--- config.mk ---
export PLATFORM = sky130hd
export DESIGN_NAME = can_message_fifo_ctrl_status
export DESIGN_NICKNAME = d
export VERILOG_FILES = /design/src/pkg/fifo_ctrl_pkg.sv /design/src/hw/can_message_fifo_ctrl_status.sv
export SDC_FILE = /design/constraint.sdc
export NUM_CORES = 1
export LEC_CHECK = 0
export BUFFER_PORTS_ARGS = -buffer_cell sky130_fd_sc_hd__buf_2
export CORE_MARGIN = 2
export CORE_UTILIZATION = 55
export CTS_CLUSTER_DIAMETER = 200
export DETAILED_ROUTE_END_ITERATION = 8
export PLACE_DENSITY_LB_ADDON = 0.12
export SLEW_MARGIN = 25
export SYNTH_ARGS = -nofsm -noshare
export SYNTH_HDL_FRONTEND = slang
export SYNTH_SLANG_ARGS = --single-unit
--- constraint.sdc ---
create_clock -name clock -period 4.7 [get_ports clock]
set_input_delay 0.235 -clock clock [delete_from_list [all_inputs] [get_ports clock]]
set_output_delay 0.235 -clock clock [all_outputs]
set_load 0.1 [all_outputs]
--- src/pkg/fifo_ctrl_pkg.sv ---
// Notes on behaviour
// - Reset request clears FIFO, then self-clears
// - Reset request held set in configuration mode
// - Send request clears after queue fully sent
// - Writing zero while sending requests abort
// - Receive FIFO ignores send request writes
// - Transmit advance moves head one slot
// - Receive advance moves tail one slot
// - Direction bit selects transmit or receive
// - Auto reply sets send request on remote
// - Time stamp stored only when enabled
// - Direction, stamp enable writable only in configuration
// - Enables gate exhausted and overflow interrupts
// - Three level enables, meaning set by direction
// - Index gives next transmit or fill slot
// - Outcome bits updated on completion, abort, reset
// - Outcome bits cleared by send or zero write
// - Exhausted flag in transmit, zero in receive
// - Overflow flag in receive, zero in transmit
// - Empty in transmit, full in receive
// - Half level flag, direction dependent comparison
// - Not full in transmit, not empty receive
// - Depth field holds depth minus one
package fifo_ctrl_pkg;

  // ----------------------------------------------------------------
  // Register selection and byte lanes
  // ----------------------------------------------------------------
  localparam logic REG_SEL_CONTROL = 1'b0; // Control word
  localparam logic REG_SEL_STATUS = 1'b1; // Status word
  localparam int LANE_LOW = 0; // Bits 7:0
  localparam int LANE_CMD = 1; // Bits 15:8
  localparam int LANE_DEPTH = 3; // Bits 31:24

  // ----------------------------------------------------------------
  // Control word fields
  // ----------------------------------------------------------------
  localparam int CTL_RESET_BIT = 10;
  localparam int CTL_SEND_BIT = 9;
  localparam int CTL_ADV_BIT = 8;
  localparam int CTL_DIR_BIT = 7;
  localparam int CTL_RTR_BIT = 6;
  localparam int CTL_TS_BIT = 5;
  localparam int CTL_IE_LSB = 0; // Five enables, bits 4:0
  localparam int CTL_DEPTH_LSB = 24;
  localparam int DEPTH_W = 5;
  localparam int IE_W = 5;
  localparam int COUNT_W = 6;

  // ----------------------------------------------------------------
  // Status word fields
  // ----------------------------------------------------------------
  localparam int STA_INDEX_LSB = 8;
  localparam int STA_ABT_BIT = 7;
  localparam int STA_LARB_BIT = 6;
  localparam int STA_ERR_BIT = 5;
  localparam int STA_FLAG_LSB = 0; // Five flags, bits 4:0

  // ----------------------------------------------------------------
  // Reset values
  // ----------------------------------------------------------------
  localparam logic RESET_REQ_RST = 1'b1; // Reset request starts set
  localparam logic [DEPTH_W-1:0] DEPTH_RST = 5'h00;

  // Transmit engine hand-off phase
  typedef enum logic [1:0] {
    TX_IDLE = 2'b00,
    TX_ACTIVE = 2'b01,
    TX_ABORT = 2'b10
  } tx_phase_e;

  // Register port request from the serial front end
  typedef struct packed {
    logic wr;
    logic rd;
    logic sel;
    logic [3:0] wstrb;
    logic [31:0] wdata;
  } reg_req_s;

  // Word passed to the message RAM writer
  typedef struct packed {
    logic [DEPTH_W-1:0] slot;
    logic store_ts;
    logic [31:0] ts;
  } ram_word_s;

  // One-cycle event pulses from the protocol engine
  typedef struct packed {
    logic done;
    logic aborted;
    logic lost_arb;
    logic bus_err;
    logic exhausted;
    logic rtr;
  } tx_event_s;

  // All state of the controller
  typedef struct packed {
    logic reset_req;
    logic send_req;
    logic dir_tx;
    logic rtr_en;
    logic ts_en;
    logic [IE_W-1:0] ie;
    logic [DEPTH_W-1:0] depth_m1;
    logic aborted;
    logic lost_arb;
    logic bus_err;
    logic exhausted;
    logic overflow;
    logic [DEPTH_W-1:0] head;
    logic [DEPTH_W-1:0] tail;
    logic [COUNT_W-1:0] count;
    tx_phase_e phase;
    logic [1:0] buf_vld;
    ram_word_s buf0;
    ram_word_s buf1;
    logic [31:0] rdata;
    logic rvalid;
  } state_s;

endpackage : fifo_ctrl_pkg

--- src/hw/can_message_fifo_ctrl_status.sv ---
`timescale 1ns/10ps
module can_message_fifo_ctrl_status (
  input wire logic clock,
  input wire logic rst_n,
  input wire logic config_mode,
  input wire fifo_ctrl_pkg::reg_req_s reg_req,
  output logic [31:0] reg_rdata,
  output logic reg_rvalid,
  input wire logic rx_valid,
  output logic rx_ready,
  input wire logic [31:0] rx_timestamp,
  output logic ram_valid,
  input wire logic ram_ready,
  output fifo_ctrl_pkg::ram_word_s ram_word,
  input wire fifo_ctrl_pkg::tx_event_s tx_ev,
  output logic tx_pending,
  output logic [fifo_ctrl_pkg::DEPTH_W-1:0] tx_slot,
  output logic abort_request,
  output logic irq
);
  import fifo_ctrl_pkg::*;

  // ----------------------------------------------------------------
  // State and derived signals
  // ----------------------------------------------------------------
  state_s s_reg; // Registered state
  state_s s_next; // Next state
  logic [COUNT_W-1:0] depth; // Slots configured, 1 to 32
  logic is_empty; // No message held
  logic is_full; // Every slot held
  logic half_low; // Occupancy at most half
  logic half_high; // Occupancy at least half
  logic [IE_W-1:0] flags; // Visible flag set, bits 4:0
  logic [31:0] control_word; // Control read image
  logic [31:0] status_word; // Status read image
  logic wr_ctl; // Write to control word
  logic wr_sta; // Write to status word
  logic cmd_lane; // Command byte written
  logic low_lane; // Low byte written
  logic adv; // Pointer advance written
  logic sw_set; // Software sets send request
  logic sw_abort; // Software clears a set request
  logic rtr_set; // Remote request triggers send
  logic push_tx; // Software commits a message
  logic pop_rx; // Software releases a message
  logic rx_fire; // Engine hands a message over
  logic rx_store; // Handed message has a slot
  logic rx_lost; // Handed message finds no slot
  logic tx_done; // Engine finished a message
  logic buf_pop; // RAM writer takes a word
  logic [1:0] vld_tmp; // Buffer valids after pop
  ram_word_s new_word; // Word built for the RAM
  logic [COUNT_W-1:0] count_tmp; // Count after this cycle

  // Advance a pointer with wrap at the programmed depth
  // Wrap point is the field, not a power of two
  function automatic logic [DEPTH_W-1:0] next_ptr(input logic [DEPTH_W-1:0] p,
                                                  input logic [DEPTH_W-1:0] last);
    logic [DEPTH_W-1:0] r;
    r = (p == last) ? '0 : p + 1'b1;
    return r;
  endfunction : next_ptr

  // ----------------------------------------------------------------
  // Level flags and read images
  // ----------------------------------------------------------------

  // Depth from the field, one to thirty-two slots
  // One bit wider than the field, so 32 slots fit
  // Half marks compare twice the count with the depth
  // Odd depths stay exact without a divider
  assign depth = {1'b0, s_reg.depth_m1} + 6'h01;
  assign is_empty = (s_reg.count == 6'h00);
  assign is_full = (s_reg.count == depth);
  assign half_low = ({s_reg.count, 1'b0} <= {1'b0, depth});
  assign half_high = ({s_reg.count, 1'b0} >= {1'b0, depth});

  // Visible flags, meaning depends on direction
  always_comb begin
    flags = '0;
    // Exhausted only seen in transmit direction
    flags[4] = s_reg.dir_tx & s_reg.exhausted;
    // Overflow only seen in receive direction
    flags[3] = ~s_reg.dir_tx & s_reg.overflow;
    if (s_reg.dir_tx) begin
      // Transmit: empty, half empty, not full
      flags[2] = is_empty;
      flags[1] = half_low;
      flags[0] = ~is_full;
    end else begin
      // Receive: full, half full, not empty
      flags[2] = is_full;
      flags[1] = half_high;
      flags[0] = ~is_empty;
    end
  end

  // Control word image; unlisted bits read zero
  always_comb begin
    control_word = '0;
    control_word[CTL_DEPTH_LSB +: DEPTH_W] = s_reg.depth_m1;
    control_word[CTL_RESET_BIT] = s_reg.reset_req;
    control_word[CTL_SEND_BIT] = s_reg.send_req;
    control_word[CTL_DIR_BIT] = s_reg.dir_tx;
    control_word[CTL_RTR_BIT] = s_reg.rtr_en;
    control_word[CTL_TS_BIT] = s_reg.ts_en;
    control_word[CTL_IE_LSB +: IE_W] = s_reg.ie;
  end

  // Status word image; index follows the direction
  always_comb begin
    status_word = '0;
    // Next slot to send, or next slot to fill
    status_word[STA_INDEX_LSB +: DEPTH_W] = s_reg.dir_tx ? s_reg.tail : s_reg.head;
    status_word[STA_ABT_BIT] = s_reg.aborted;
    status_word[STA_LARB_BIT] = s_reg.lost_arb;
    status_word[STA_ERR_BIT] = s_reg.bus_err;
    status_word[STA_FLAG_LSB +: IE_W] = flags;
  end

  // ----------------------------------------------------------------
  // Request decode
  // ----------------------------------------------------------------

  // Write strobes per word and lane
  assign wr_ctl = reg_req.wr & (reg_req.sel == REG_SEL_CONTROL);
  assign wr_sta = reg_req.wr & (reg_req.sel == REG_SEL_STATUS);
  assign cmd_lane = wr_ctl & reg_req.wstrb[LANE_CMD];
  assign low_lane = reg_req.wstrb[LANE_LOW];
  assign adv = cmd_lane & reg_req.wdata[CTL_ADV_BIT];

  // Send request writes act only in transmit direction
  assign sw_set = cmd_lane & reg_req.wdata[CTL_SEND_BIT] & s_reg.dir_tx;
  assign sw_abort = cmd_lane & ~reg_req.wdata[CTL_SEND_BIT] & s_reg.dir_tx
                    & s_reg.send_req;
  assign rtr_set = tx_ev.rtr & s_reg.rtr_en & s_reg.dir_tx;

  // Pointer moves, guarded against over- and underrun
  assign push_tx = adv & s_reg.dir_tx & ~is_full;
  assign pop_rx = adv & ~s_reg.dir_tx & ~is_empty;

  // Receive hand-over; no slot means overflow
  // Ready built from registers only, no loop via valid
  // Entry 1 must be free before a word is taken
  // Entry 0 may still wait on the RAM writer
  // Low during a pending reset, so no word is flushed
  assign rx_ready = ~s_reg.dir_tx & ~s_reg.reset_req & ~s_reg.buf_vld[1];
  assign rx_fire = rx_valid & rx_ready;
  assign rx_store = rx_fire & ~is_full;
  assign rx_lost = rx_fire & is_full;

  // Completed message only counts while one is in flight
  // Stray pulse must not walk the tail past the head
  assign tx_done = tx_ev.done & s_reg.dir_tx & (s_reg.phase != TX_IDLE) & ~is_empty;

  // Buffer drains while the RAM writer is ready
  assign buf_pop = s_reg.buf_vld[0] & ram_ready;

  // Word for the RAM writer, stamp only when enabled
  always_comb begin
    new_word = '0;
    new_word.slot = s_reg.head;
    new_word.store_ts = s_reg.ts_en;
    new_word.ts = s_reg.ts_en ? rx_timestamp : 32'h0000_0000;
  end

  // ----------------------------------------------------------------
  // Next state
  // ----------------------------------------------------------------
  always_comb begin
    s_next = s_reg;
    vld_tmp = s_reg.buf_vld;
    count_tmp = s_reg.count;
    s_next.rvalid = 1'b0;

    // Register read, answered one cycle later
    // Read data holds until the next read
    if (reg_req.rd) begin
      s_next.rvalid = 1'b1;
      s_next.rdata = (reg_req.sel == REG_SEL_STATUS) ? status_word : control_word;
    end

    // Direction and stamp enable frozen outside configuration
    // Writes in normal mode are dropped silently
    if (wr_ctl && low_lane && config_mode) begin
      s_next.dir_tx = reg_req.wdata[CTL_DIR_BIT];
      s_next.ts_en = reg_req.wdata[CTL_TS_BIT];
    end
    // Depth also changes in configuration only
    if (cmd_lane == 1'b0 && wr_ctl && reg_req.wstrb[LANE_DEPTH] && config_mode) begin
      s_next.depth_m1 = reg_req.wdata[CTL_DEPTH_LSB +: DEPTH_W];
    end else if (wr_ctl && reg_req.wstrb[LANE_DEPTH] && config_mode) begin
      s_next.depth_m1 = reg_req.wdata[CTL_DEPTH_LSB +: DEPTH_W];
    end
    // Reply enable and interrupt enables always writable
    if (wr_ctl && low_lane) begin
      s_next.rtr_en = reg_req.wdata[CTL_RTR_BIT];
      s_next.ie = reg_req.wdata[CTL_IE_LSB +: IE_W];
    end

    // Status write of zero clears sticky bits
    // Writing one keeps a bit unchanged
    // Software clears one flag without racing others
    if (wr_sta && low_lane) begin
      s_next.aborted = s_reg.aborted & reg_req.wdata[STA_ABT_BIT];
      s_next.lost_arb = s_reg.lost_arb & reg_req.wdata[STA_LARB_BIT];
      s_next.bus_err = s_reg.bus_err & reg_req.wdata[STA_ERR_BIT];
      s_next.exhausted = s_reg.exhausted & reg_req.wdata[STA_FLAG_LSB + 4];
      s_next.overflow = s_reg.overflow & reg_req.wdata[STA_FLAG_LSB + 3];
    end

    // New send request wipes the previous outcome
    if (sw_set || rtr_set) begin
      s_next.send_req = 1'b1;
      s_next.aborted = 1'b0;
      s_next.lost_arb = 1'b0;
      s_next.bus_err = 1'b0;
    end

    // Count moves at most one step each way per cycle
    // Head side: software commit or received message
    if (push_tx || rx_store) begin
      s_next.head = next_ptr(s_reg.head, s_reg.depth_m1);
      count_tmp = count_tmp + 6'h01;
    end
    // Tail side: software release or sent message
    if (pop_rx || tx_done) begin
      s_next.tail = next_ptr(s_reg.tail, s_reg.depth_m1);
      count_tmp = count_tmp - 6'h01;
    end
    s_next.count = count_tmp;

    // Hardware sets win over software clears
    // Event in the cycle of a clear is never lost
    if (rx_lost) begin
      s_next.overflow = 1'b1;
    end
    if (tx_ev.exhausted && s_reg.dir_tx) begin
      s_next.exhausted = 1'b1;
    end

    // Transmit hand-off phase
    // Active while the engine may send the tail slot
    // Abort phase waits for the engine to answer
    unique case (s_reg.phase)
      TX_IDLE: begin
        // Zero over a waiting request withdraws it
        // Nothing on the bus yet, so no abort needed
        if (sw_abort) begin
          s_next.send_req = 1'b0;
        end
        // Start once a request meets a queued message
        if (s_next.send_req && (count_tmp != 6'h00)) begin
          s_next.phase = TX_ACTIVE;
        end
      end
      TX_ACTIVE: begin
        // Outcome of the running attempt
        if (tx_ev.lost_arb) begin
          s_next.lost_arb = 1'b1;
        end
        if (tx_ev.bus_err) begin
          s_next.bus_err = 1'b1;
        end
        if (tx_ev.aborted) begin
          // Engine gave the message up
          s_next.aborted = 1'b1;
          s_next.send_req = sw_set | rtr_set;
          s_next.phase = TX_IDLE;
        end else if (sw_abort) begin
          // Software pulled the request back
          s_next.send_req = 1'b0;
          s_next.phase = TX_ABORT;
        end else if (tx_done) begin
          s_next.aborted = 1'b0;
          // Request ends once the queue runs dry
          if (count_tmp == 6'h00) begin
            s_next.send_req = sw_set | rtr_set;
            s_next.phase = TX_IDLE;
          end
        end
      end
      TX_ABORT: begin
        // Wait for the engine to confirm
        // No new start until the slot is settled
        if (tx_ev.aborted) begin
          s_next.aborted = 1'b1;
          s_next.phase = TX_IDLE;
        end else if (tx_done) begin
          // Message won the race and went out
          s_next.aborted = 1'b0;
          s_next.phase = TX_IDLE;
        end
      end
      default: begin
        // Illegal code falls back to idle
        s_next.phase = TX_IDLE;
      end
    endcase

    // Two-entry buffer toward the RAM writer
    // Writer stall never drops a word, only lowers ready
    // Entry 1 moves down on a pop
    // New words fill the lowest free entry
    if (buf_pop) begin
      s_next.buf0 = s_reg.buf1;
      vld_tmp = {1'b0, s_reg.buf_vld[1]};
    end
    if (rx_store) begin
      if (!vld_tmp[0]) begin
        s_next.buf0 = new_word;
        vld_tmp[0] = 1'b1;
      end else begin
        s_next.buf1 = new_word;
        vld_tmp[1] = 1'b1;
      end
    end
    s_next.buf_vld = vld_tmp;

    // Pending reset empties the FIFO and clears its flags, then clears itself
    // Placed after the updates above so it beats them this cycle
    // Words still buffered for the RAM are dropped too
    if (s_reg.reset_req) begin
      s_next.head = '0;
      s_next.tail = '0;
      s_next.count = '0;
      s_next.buf_vld = '0;
      s_next.send_req = 1'b0;
      s_next.phase = TX_IDLE;
      s_next.aborted = 1'b0;
      s_next.lost_arb = 1'b0;
      s_next.bus_err = 1'b0;
      s_next.exhausted = 1'b0;
      s_next.overflow = 1'b0;
      s_next.reset_req = 1'b0;
    end
    // Software request or configuration mode keeps it set
    // After the clear, so a held request wins
    if ((cmd_lane && reg_req.wdata[CTL_RESET_BIT]) || config_mode) begin
      s_next.reset_req = 1'b1;
    end
  end

  // ----------------------------------------------------------------
  // State register
  // ----------------------------------------------------------------
  always_ff @(posedge clock or negedge rst_n) begin
    if (!rst_n) begin
      s_reg <= '0;
      s_reg.reset_req <= RESET_REQ_RST;
      s_reg.depth_m1 <= DEPTH_RST;
      s_reg.phase <= TX_IDLE;
    end else begin
      s_reg <= s_next;
    end
  end

  // ----------------------------------------------------------------
  // Outputs
  // ----------------------------------------------------------------
  assign reg_rdata = s_reg.rdata;
  assign reg_rvalid = s_reg.rvalid;
  assign ram_valid = s_reg.buf_vld[0];
  assign ram_word = s_reg.buf0;
  assign tx_pending = (s_reg.phase == TX_ACTIVE);
  assign tx_slot = s_reg.tail;
  assign abort_request = (s_reg.phase == TX_ABORT);
  // Any enabled flag raises the request
  // Built from registers only, so no glitch
  // Level request, stays up while the flag stands
  assign irq = |(flags & s_reg.ie);

endmodule : can_message_fifo_ctrl_status

==> flow_results.org <==
** Die
- Placement Rows :: 42
- Die X :: around 120 um
- Floorplan die height :: around 120 um
- Core Box Area :: 13,400 um^2
- The floorplan step defined a die boundary enclosing 14,800 um^2.
- Pin placement for this block handled 163 I/O pins.
- Initial core utilization :: 56.82%

** Global routing
- The first global-routing pass estimated around 28,000 um of wire.
- Entering global routing, the biggest net connects between 50 and 60 pins.
- For this run the aggregate overflow at the end of global routing stands at 0.
- The number of antenna violations at the first check in global routing came to 0.
- Via count of the first global-routing pass :: 5,524
- Total global-route track usage :: 24.36%

** Final layout
- The register with the most flip-flops in the layout has 52 of them.
- Nets@finish :: around 970
- Footprint of the multi-input gates :: 3470 um^2
- At the end of the flow the core is filled with cells to 63.69%.
- From synthesis to final layout, the design area changed by 12.10%.
- The finished cells cover 8534 um^2.
- 0 antenna diodes ended up in the layout.
- Share of post-route cells with drive strength above 1 :: 28.34%
- Count of fill cells added during filler insertion :: 1,142
- Register area :: 3379 um^2
- Final Instance Count excl. Fillers :: 1,058

** Pwr
- Part of the power in the clock network :: a little over a quarter
- Internal power consumption :: between 2 and 3 mW
- In this run switching power makes up 46.06% of total power.
- Per report_power, the sequential group accounts for 30.3% of the total.
- In this run the power spent charging and discharging nets is roughly 2.3 mW.
- Peak supply drop :: 0.0002703 V
- Power density over the cells :: roughly 580 nW/um^2
- Combinational group share of total power :: between 40% and 50%
- Leakage :: 4.196 nW

** Route
- Post-route antenna net violation count :: 0
- In the final routed layout, each cell accounts on average for 16.55 um.
- DRC marker count from the first detailed-route iteration :: 498
- Via/cell ratio :: roughly 5.5
- The detailed router placed 5,841 vias in this run.
- Routed wire length :: 17,510 um
- First drt pass iteration count :: 5
- After detailed routing, the number of remaining DRC violations is 0.

** Synth
- By area the synthesized netlist is led by sky130_fd_sc_hd__dfrtp_1 44%, sky130_fd_sc_hd__mux2_2 8.1%, sky130_fd_sc_hd__buf_4 7.4%.
- In this run, synthesis produced a sequential element count of 135.
- In this run the biggest area consumer among cell types represents 44.04% of the synthesized area.
- For this run, the register share of the synthesized area comes to between 40% and 50%.
- Yosys warnings :: 0
- Synthesis produced a netlist whose cell count is 809.
- The netlist uses 63 different library cells.
- Post-synthesis cell type with the largest combined area :: sky130_fd_sc_hd__dfrtp_1
- Share of synthesized registers carrying an async set or reset :: 100.0%
- For this run, the leading register cell type out of synthesis is sky130_fd_sc_hd__dfrtp_1.
- Each instance of the synthesized netlist takes up on average 9.411 um^2.
- Summing every instance area after synthesis gives 7614 um^2.
- Post-synth EDFFs :: 0

** Placement
- After legalization and detailed placement, the total HPWL measured 12,300 um.
- Pre-CTS setup slack :: 337.4 ps
- Placed Cells incl. Taps :: around 1,000
- The placed instances occupy a cell area of 7928 um^2.
- Routability-driven placement congestion ratio :: 1.058
- In this run the tool buffered the top-level ports with 131 buffer cells.

** Worst setup path
- Walking the worst path, the cells encountered are ha_1 > xor2_1 > a21oi_1 > nor4b_4 > o211a_2 > a21oi_4 > xnor2_1 > ha_1 > and3b_1 > a211oi_1 > a2111oi_4 > o22ai_1 > o21ai_0 > nand4_1 > or4b_1 > o22a_1 > o21ai_2 > mux2i_1.
- Arrival time of the worst setup path :: 4740 ps
- Worst Path Max Fanout :: 10
- By instance count, the cell type seen most on the critical path is sky130_fd_sc_hd__ha_1.
- Data on the critical path is required at its endpoint by 5050 ps.
- Type of element launching the critical path :: register
- Category of the critical setup timing path :: register to register
- CP peak stage delay :: a little under 500 ps
- For this design, the slowest cell found on the critical path is sky130_fd_sc_hd__or4b_1.
- Worst setup EP type :: register

** Timing
- Worst setup skew after layout :: 5.870 ps
- Unrepaired setup endpoints after global routing :: no
- Counting I/O delays and the setup requirement, the final critical path takes 4386 ps.
- The count of final max-slew check failures was 0.
- The worst pin sits at a relative slew slack of 55.21%.
- Based on the critical path, the design can be clocked at up to around 0.23 GHz.
- After layout, the worst setup slack is between 300 and 400 ps.
- Number of hold violations in the final report :: 0
- After routing, the total negative slack on setup checks comes to 0 ps.
- At the pin with the least slew margin, the transition time is 671.8 ps.
- Part of the cycle the worst path needs :: 93.32%
- Count of endpoints failing setup in the final report :: 0

** Clock network
- Inserted Clock Buffers :: 17
- TritonCTS built the clock tree.
- The clock net in this run drives a total of 135 sinks.
- Level count of the clock H-tree :: 4
- The longest clock path from root to sink contains 2 buffers.
- Root cell of the clock tree :: sky130_fd_sc_hd__clkbuf_16
- Worst-skew pair later-pin latency :: 420 ps
- Clock-pin slew was measured on the worst setup and hold paths at 60 ps.

** Min path
- The worst hold path belongs to the class input pin to register.

** Flow run
- Number of max-capacitance violations reported :: 0

** Outcome
- Outcome :: finished clean
## power groups by stage
stage	Clock, mW	Combinational (mW)	Sequential (mW)
final	1.30	2.14	1.49
after global routing	1.38	2.26	1.52
after CTS	1.31	2.13	1.50
after detailed placement	0	2.12	1.52
after global placement	0	2.09	1.50
after floorplan	0	1.95	1.48
## cell usage after synthesis (3+ instances only)
| cell | number |
|---|---|
| sky130_fd_sc_hd__a21o_1 | 4 |
| sky130_fd_sc_hd__a21oi_1 | 31 |
| sky130_fd_sc_hd__a31oi_1 | 3 |
| sky130_fd_sc_hd__buf_1 | 4 |
| sky130_fd_sc_hd__buf_2 | 8 |
| sky130_fd_sc_hd__buf_4 | 75 |
| sky130_fd_sc_hd__clkbuf_1 | 32 |
| sky130_fd_sc_hd__dfrtp_1 | 134 |
| sky130_fd_sc_hd__ha_1 | 15 |
| sky130_fd_sc_hd__inv_1 | 23 |
| sky130_fd_sc_hd__mux2_2 | 55 |
| sky130_fd_sc_hd__mux2i_1 | 19 |
| sky130_fd_sc_hd__nand2_1 | 124 |
| sky130_fd_sc_hd__nand2b_1 | 8 |
| sky130_fd_sc_hd__nand3_1 | 18 |
| sky130_fd_sc_hd__nand3b_1 | 7 |
| sky130_fd_sc_hd__nand4b_1 | 3 |
| sky130_fd_sc_hd__nor2_1 | 40 |
| sky130_fd_sc_hd__nor2b_1 | 7 |
| sky130_fd_sc_hd__nor3_1 | 6 |
| sky130_fd_sc_hd__o211ai_1 | 5 |
| sky130_fd_sc_hd__o211ai_2 | 3 |
| sky130_fd_sc_hd__o21ai_0 | 99 |
| sky130_fd_sc_hd__o22ai_1 | 5 |
| sky130_fd_sc_hd__o31ai_1 | 3 |
| sky130_fd_sc_hd__xnor2_1 | 16 |
| sky130_fd_sc_hd__xor2_1 | 14 |
## cell usage in the layout (no fill, tap or decap), types with 16 or more instances in the layout
cell and instances:
sky130_fd_sc_hd__nor2_1 40, sky130_fd_sc_hd__nand3_1 17, sky130_fd_sc_hd__dfrtp_1 134, sky130_fd_sc_hd__clkbuf_16 17, sky130_fd_sc_hd__inv_1 23, sky130_fd_sc_hd__o21ai_0 99, sky130_fd_sc_hd__mux2_2 55, sky130_fd_sc_hd__a21oi_1 31
sky130_fd_sc_hd__buf_2 130, sky130_fd_sc_hd__nand2_1 123, sky130_fd_sc_hd__mux2i_1 19, sky130_fd_sc_hd__xnor2_1 16, sky130_fd_sc_hd__buf_4 18
## logic make-up after synthesis
kind of cell    after synthesis  share of synthesized area (%)
compound gates              177                          13.94
xor+xnor                     30                          3.451
fa+ha+maj                    15                          2.465
buf+inv                     144                          11.11
flops                       135                          44.39
mux                          74                          10.63
other cells                   1                        0.04925
simple gates                233                          13.97
## final cells by class
class / count / area share [%]
Multi-Input combinational cell: 543 / 40.65
Sequential cell: 135 / 39.60
Timing Repair Buffer: 149 / 9.324
Clock buffer: 26 / 6.084
Tap cell: 176 / 2.580
Inverter: 23 / 1.012
Clock inverter: 6 / 0.7477
## metrics by stage
stage / power, mW / hold WS (ps)
after floorplan: 3.433 / -60.59
after global placement: 3.592 / 263.5
after detailed placement: 3.639 / 275.6
after CTS: 4.943 / 2.331
after global routing: 5.157 / 14.52
final: 4.928 / 13.76
## repair_timing
item	4_1_cts	5_1_grt
buffers inserted	0	0
resized for setup	0	1
setup endpoints to repair	0	1
hold endpoints to repair	46	0
hold buffers	1	0
## routing by layer
| layer | wire, um | global-route usage (%) | share of wire (%) | vias up |
|---|---|---|---|---|
| met3 | 1002 | 4.541 | 5.7 | 28 |
| met1 | 7757 | 32.05 | 44 | 2846 |
| li1 | - | - | - | 2794 |
| met5 | 0 | 0 | 0 | - |
| met4 | 417 | 10.13 | 2.4 | 0 |
| met2 | 8336 | 39.82 | 48 | 173 |
## critical path: cells and delay by family (launching register included)
family | cells | cell delay [ps]
AO/OA/AOI/OAI | 9 | 1630
AND/OR/NAND/NOR | 4 | 1100
adder cells (fa/ha/maj) | 2 | 580
XOR/XNOR | 2 | 430
flip-flops | 1 | 370
multiplexers | 1 | 200
## final timing paths
path / start / to / cells past startpoint / slack [ps]
min reg2reg: s_reg[55]$_DFFE_PN0P_ / s_reg[55]$_DFFE_PN0P_ / 2 / 470
max in group asynchronous: rst_n / s_reg[112]$_DFFE_PN0P_ / 3 / 3260
max: control_word[24]$_DFFE_PN0P_ / s_reg[111]$_DFFE_PN0P_ / 18 / 310
min: reg_req[10] / control_word[10]$_DFF_PN1_ / 2 / 10
min in group asynchronous: rst_n / ram_word[12]$_DFF_PN0_ / 2 / 360
max reg2reg: control_word[24]$_DFFE_PN0P_ / s_reg[111]$_DFFE_PN0P_ / 18 / 310
No activity file was read; power rests on OpenSTA's default activity.
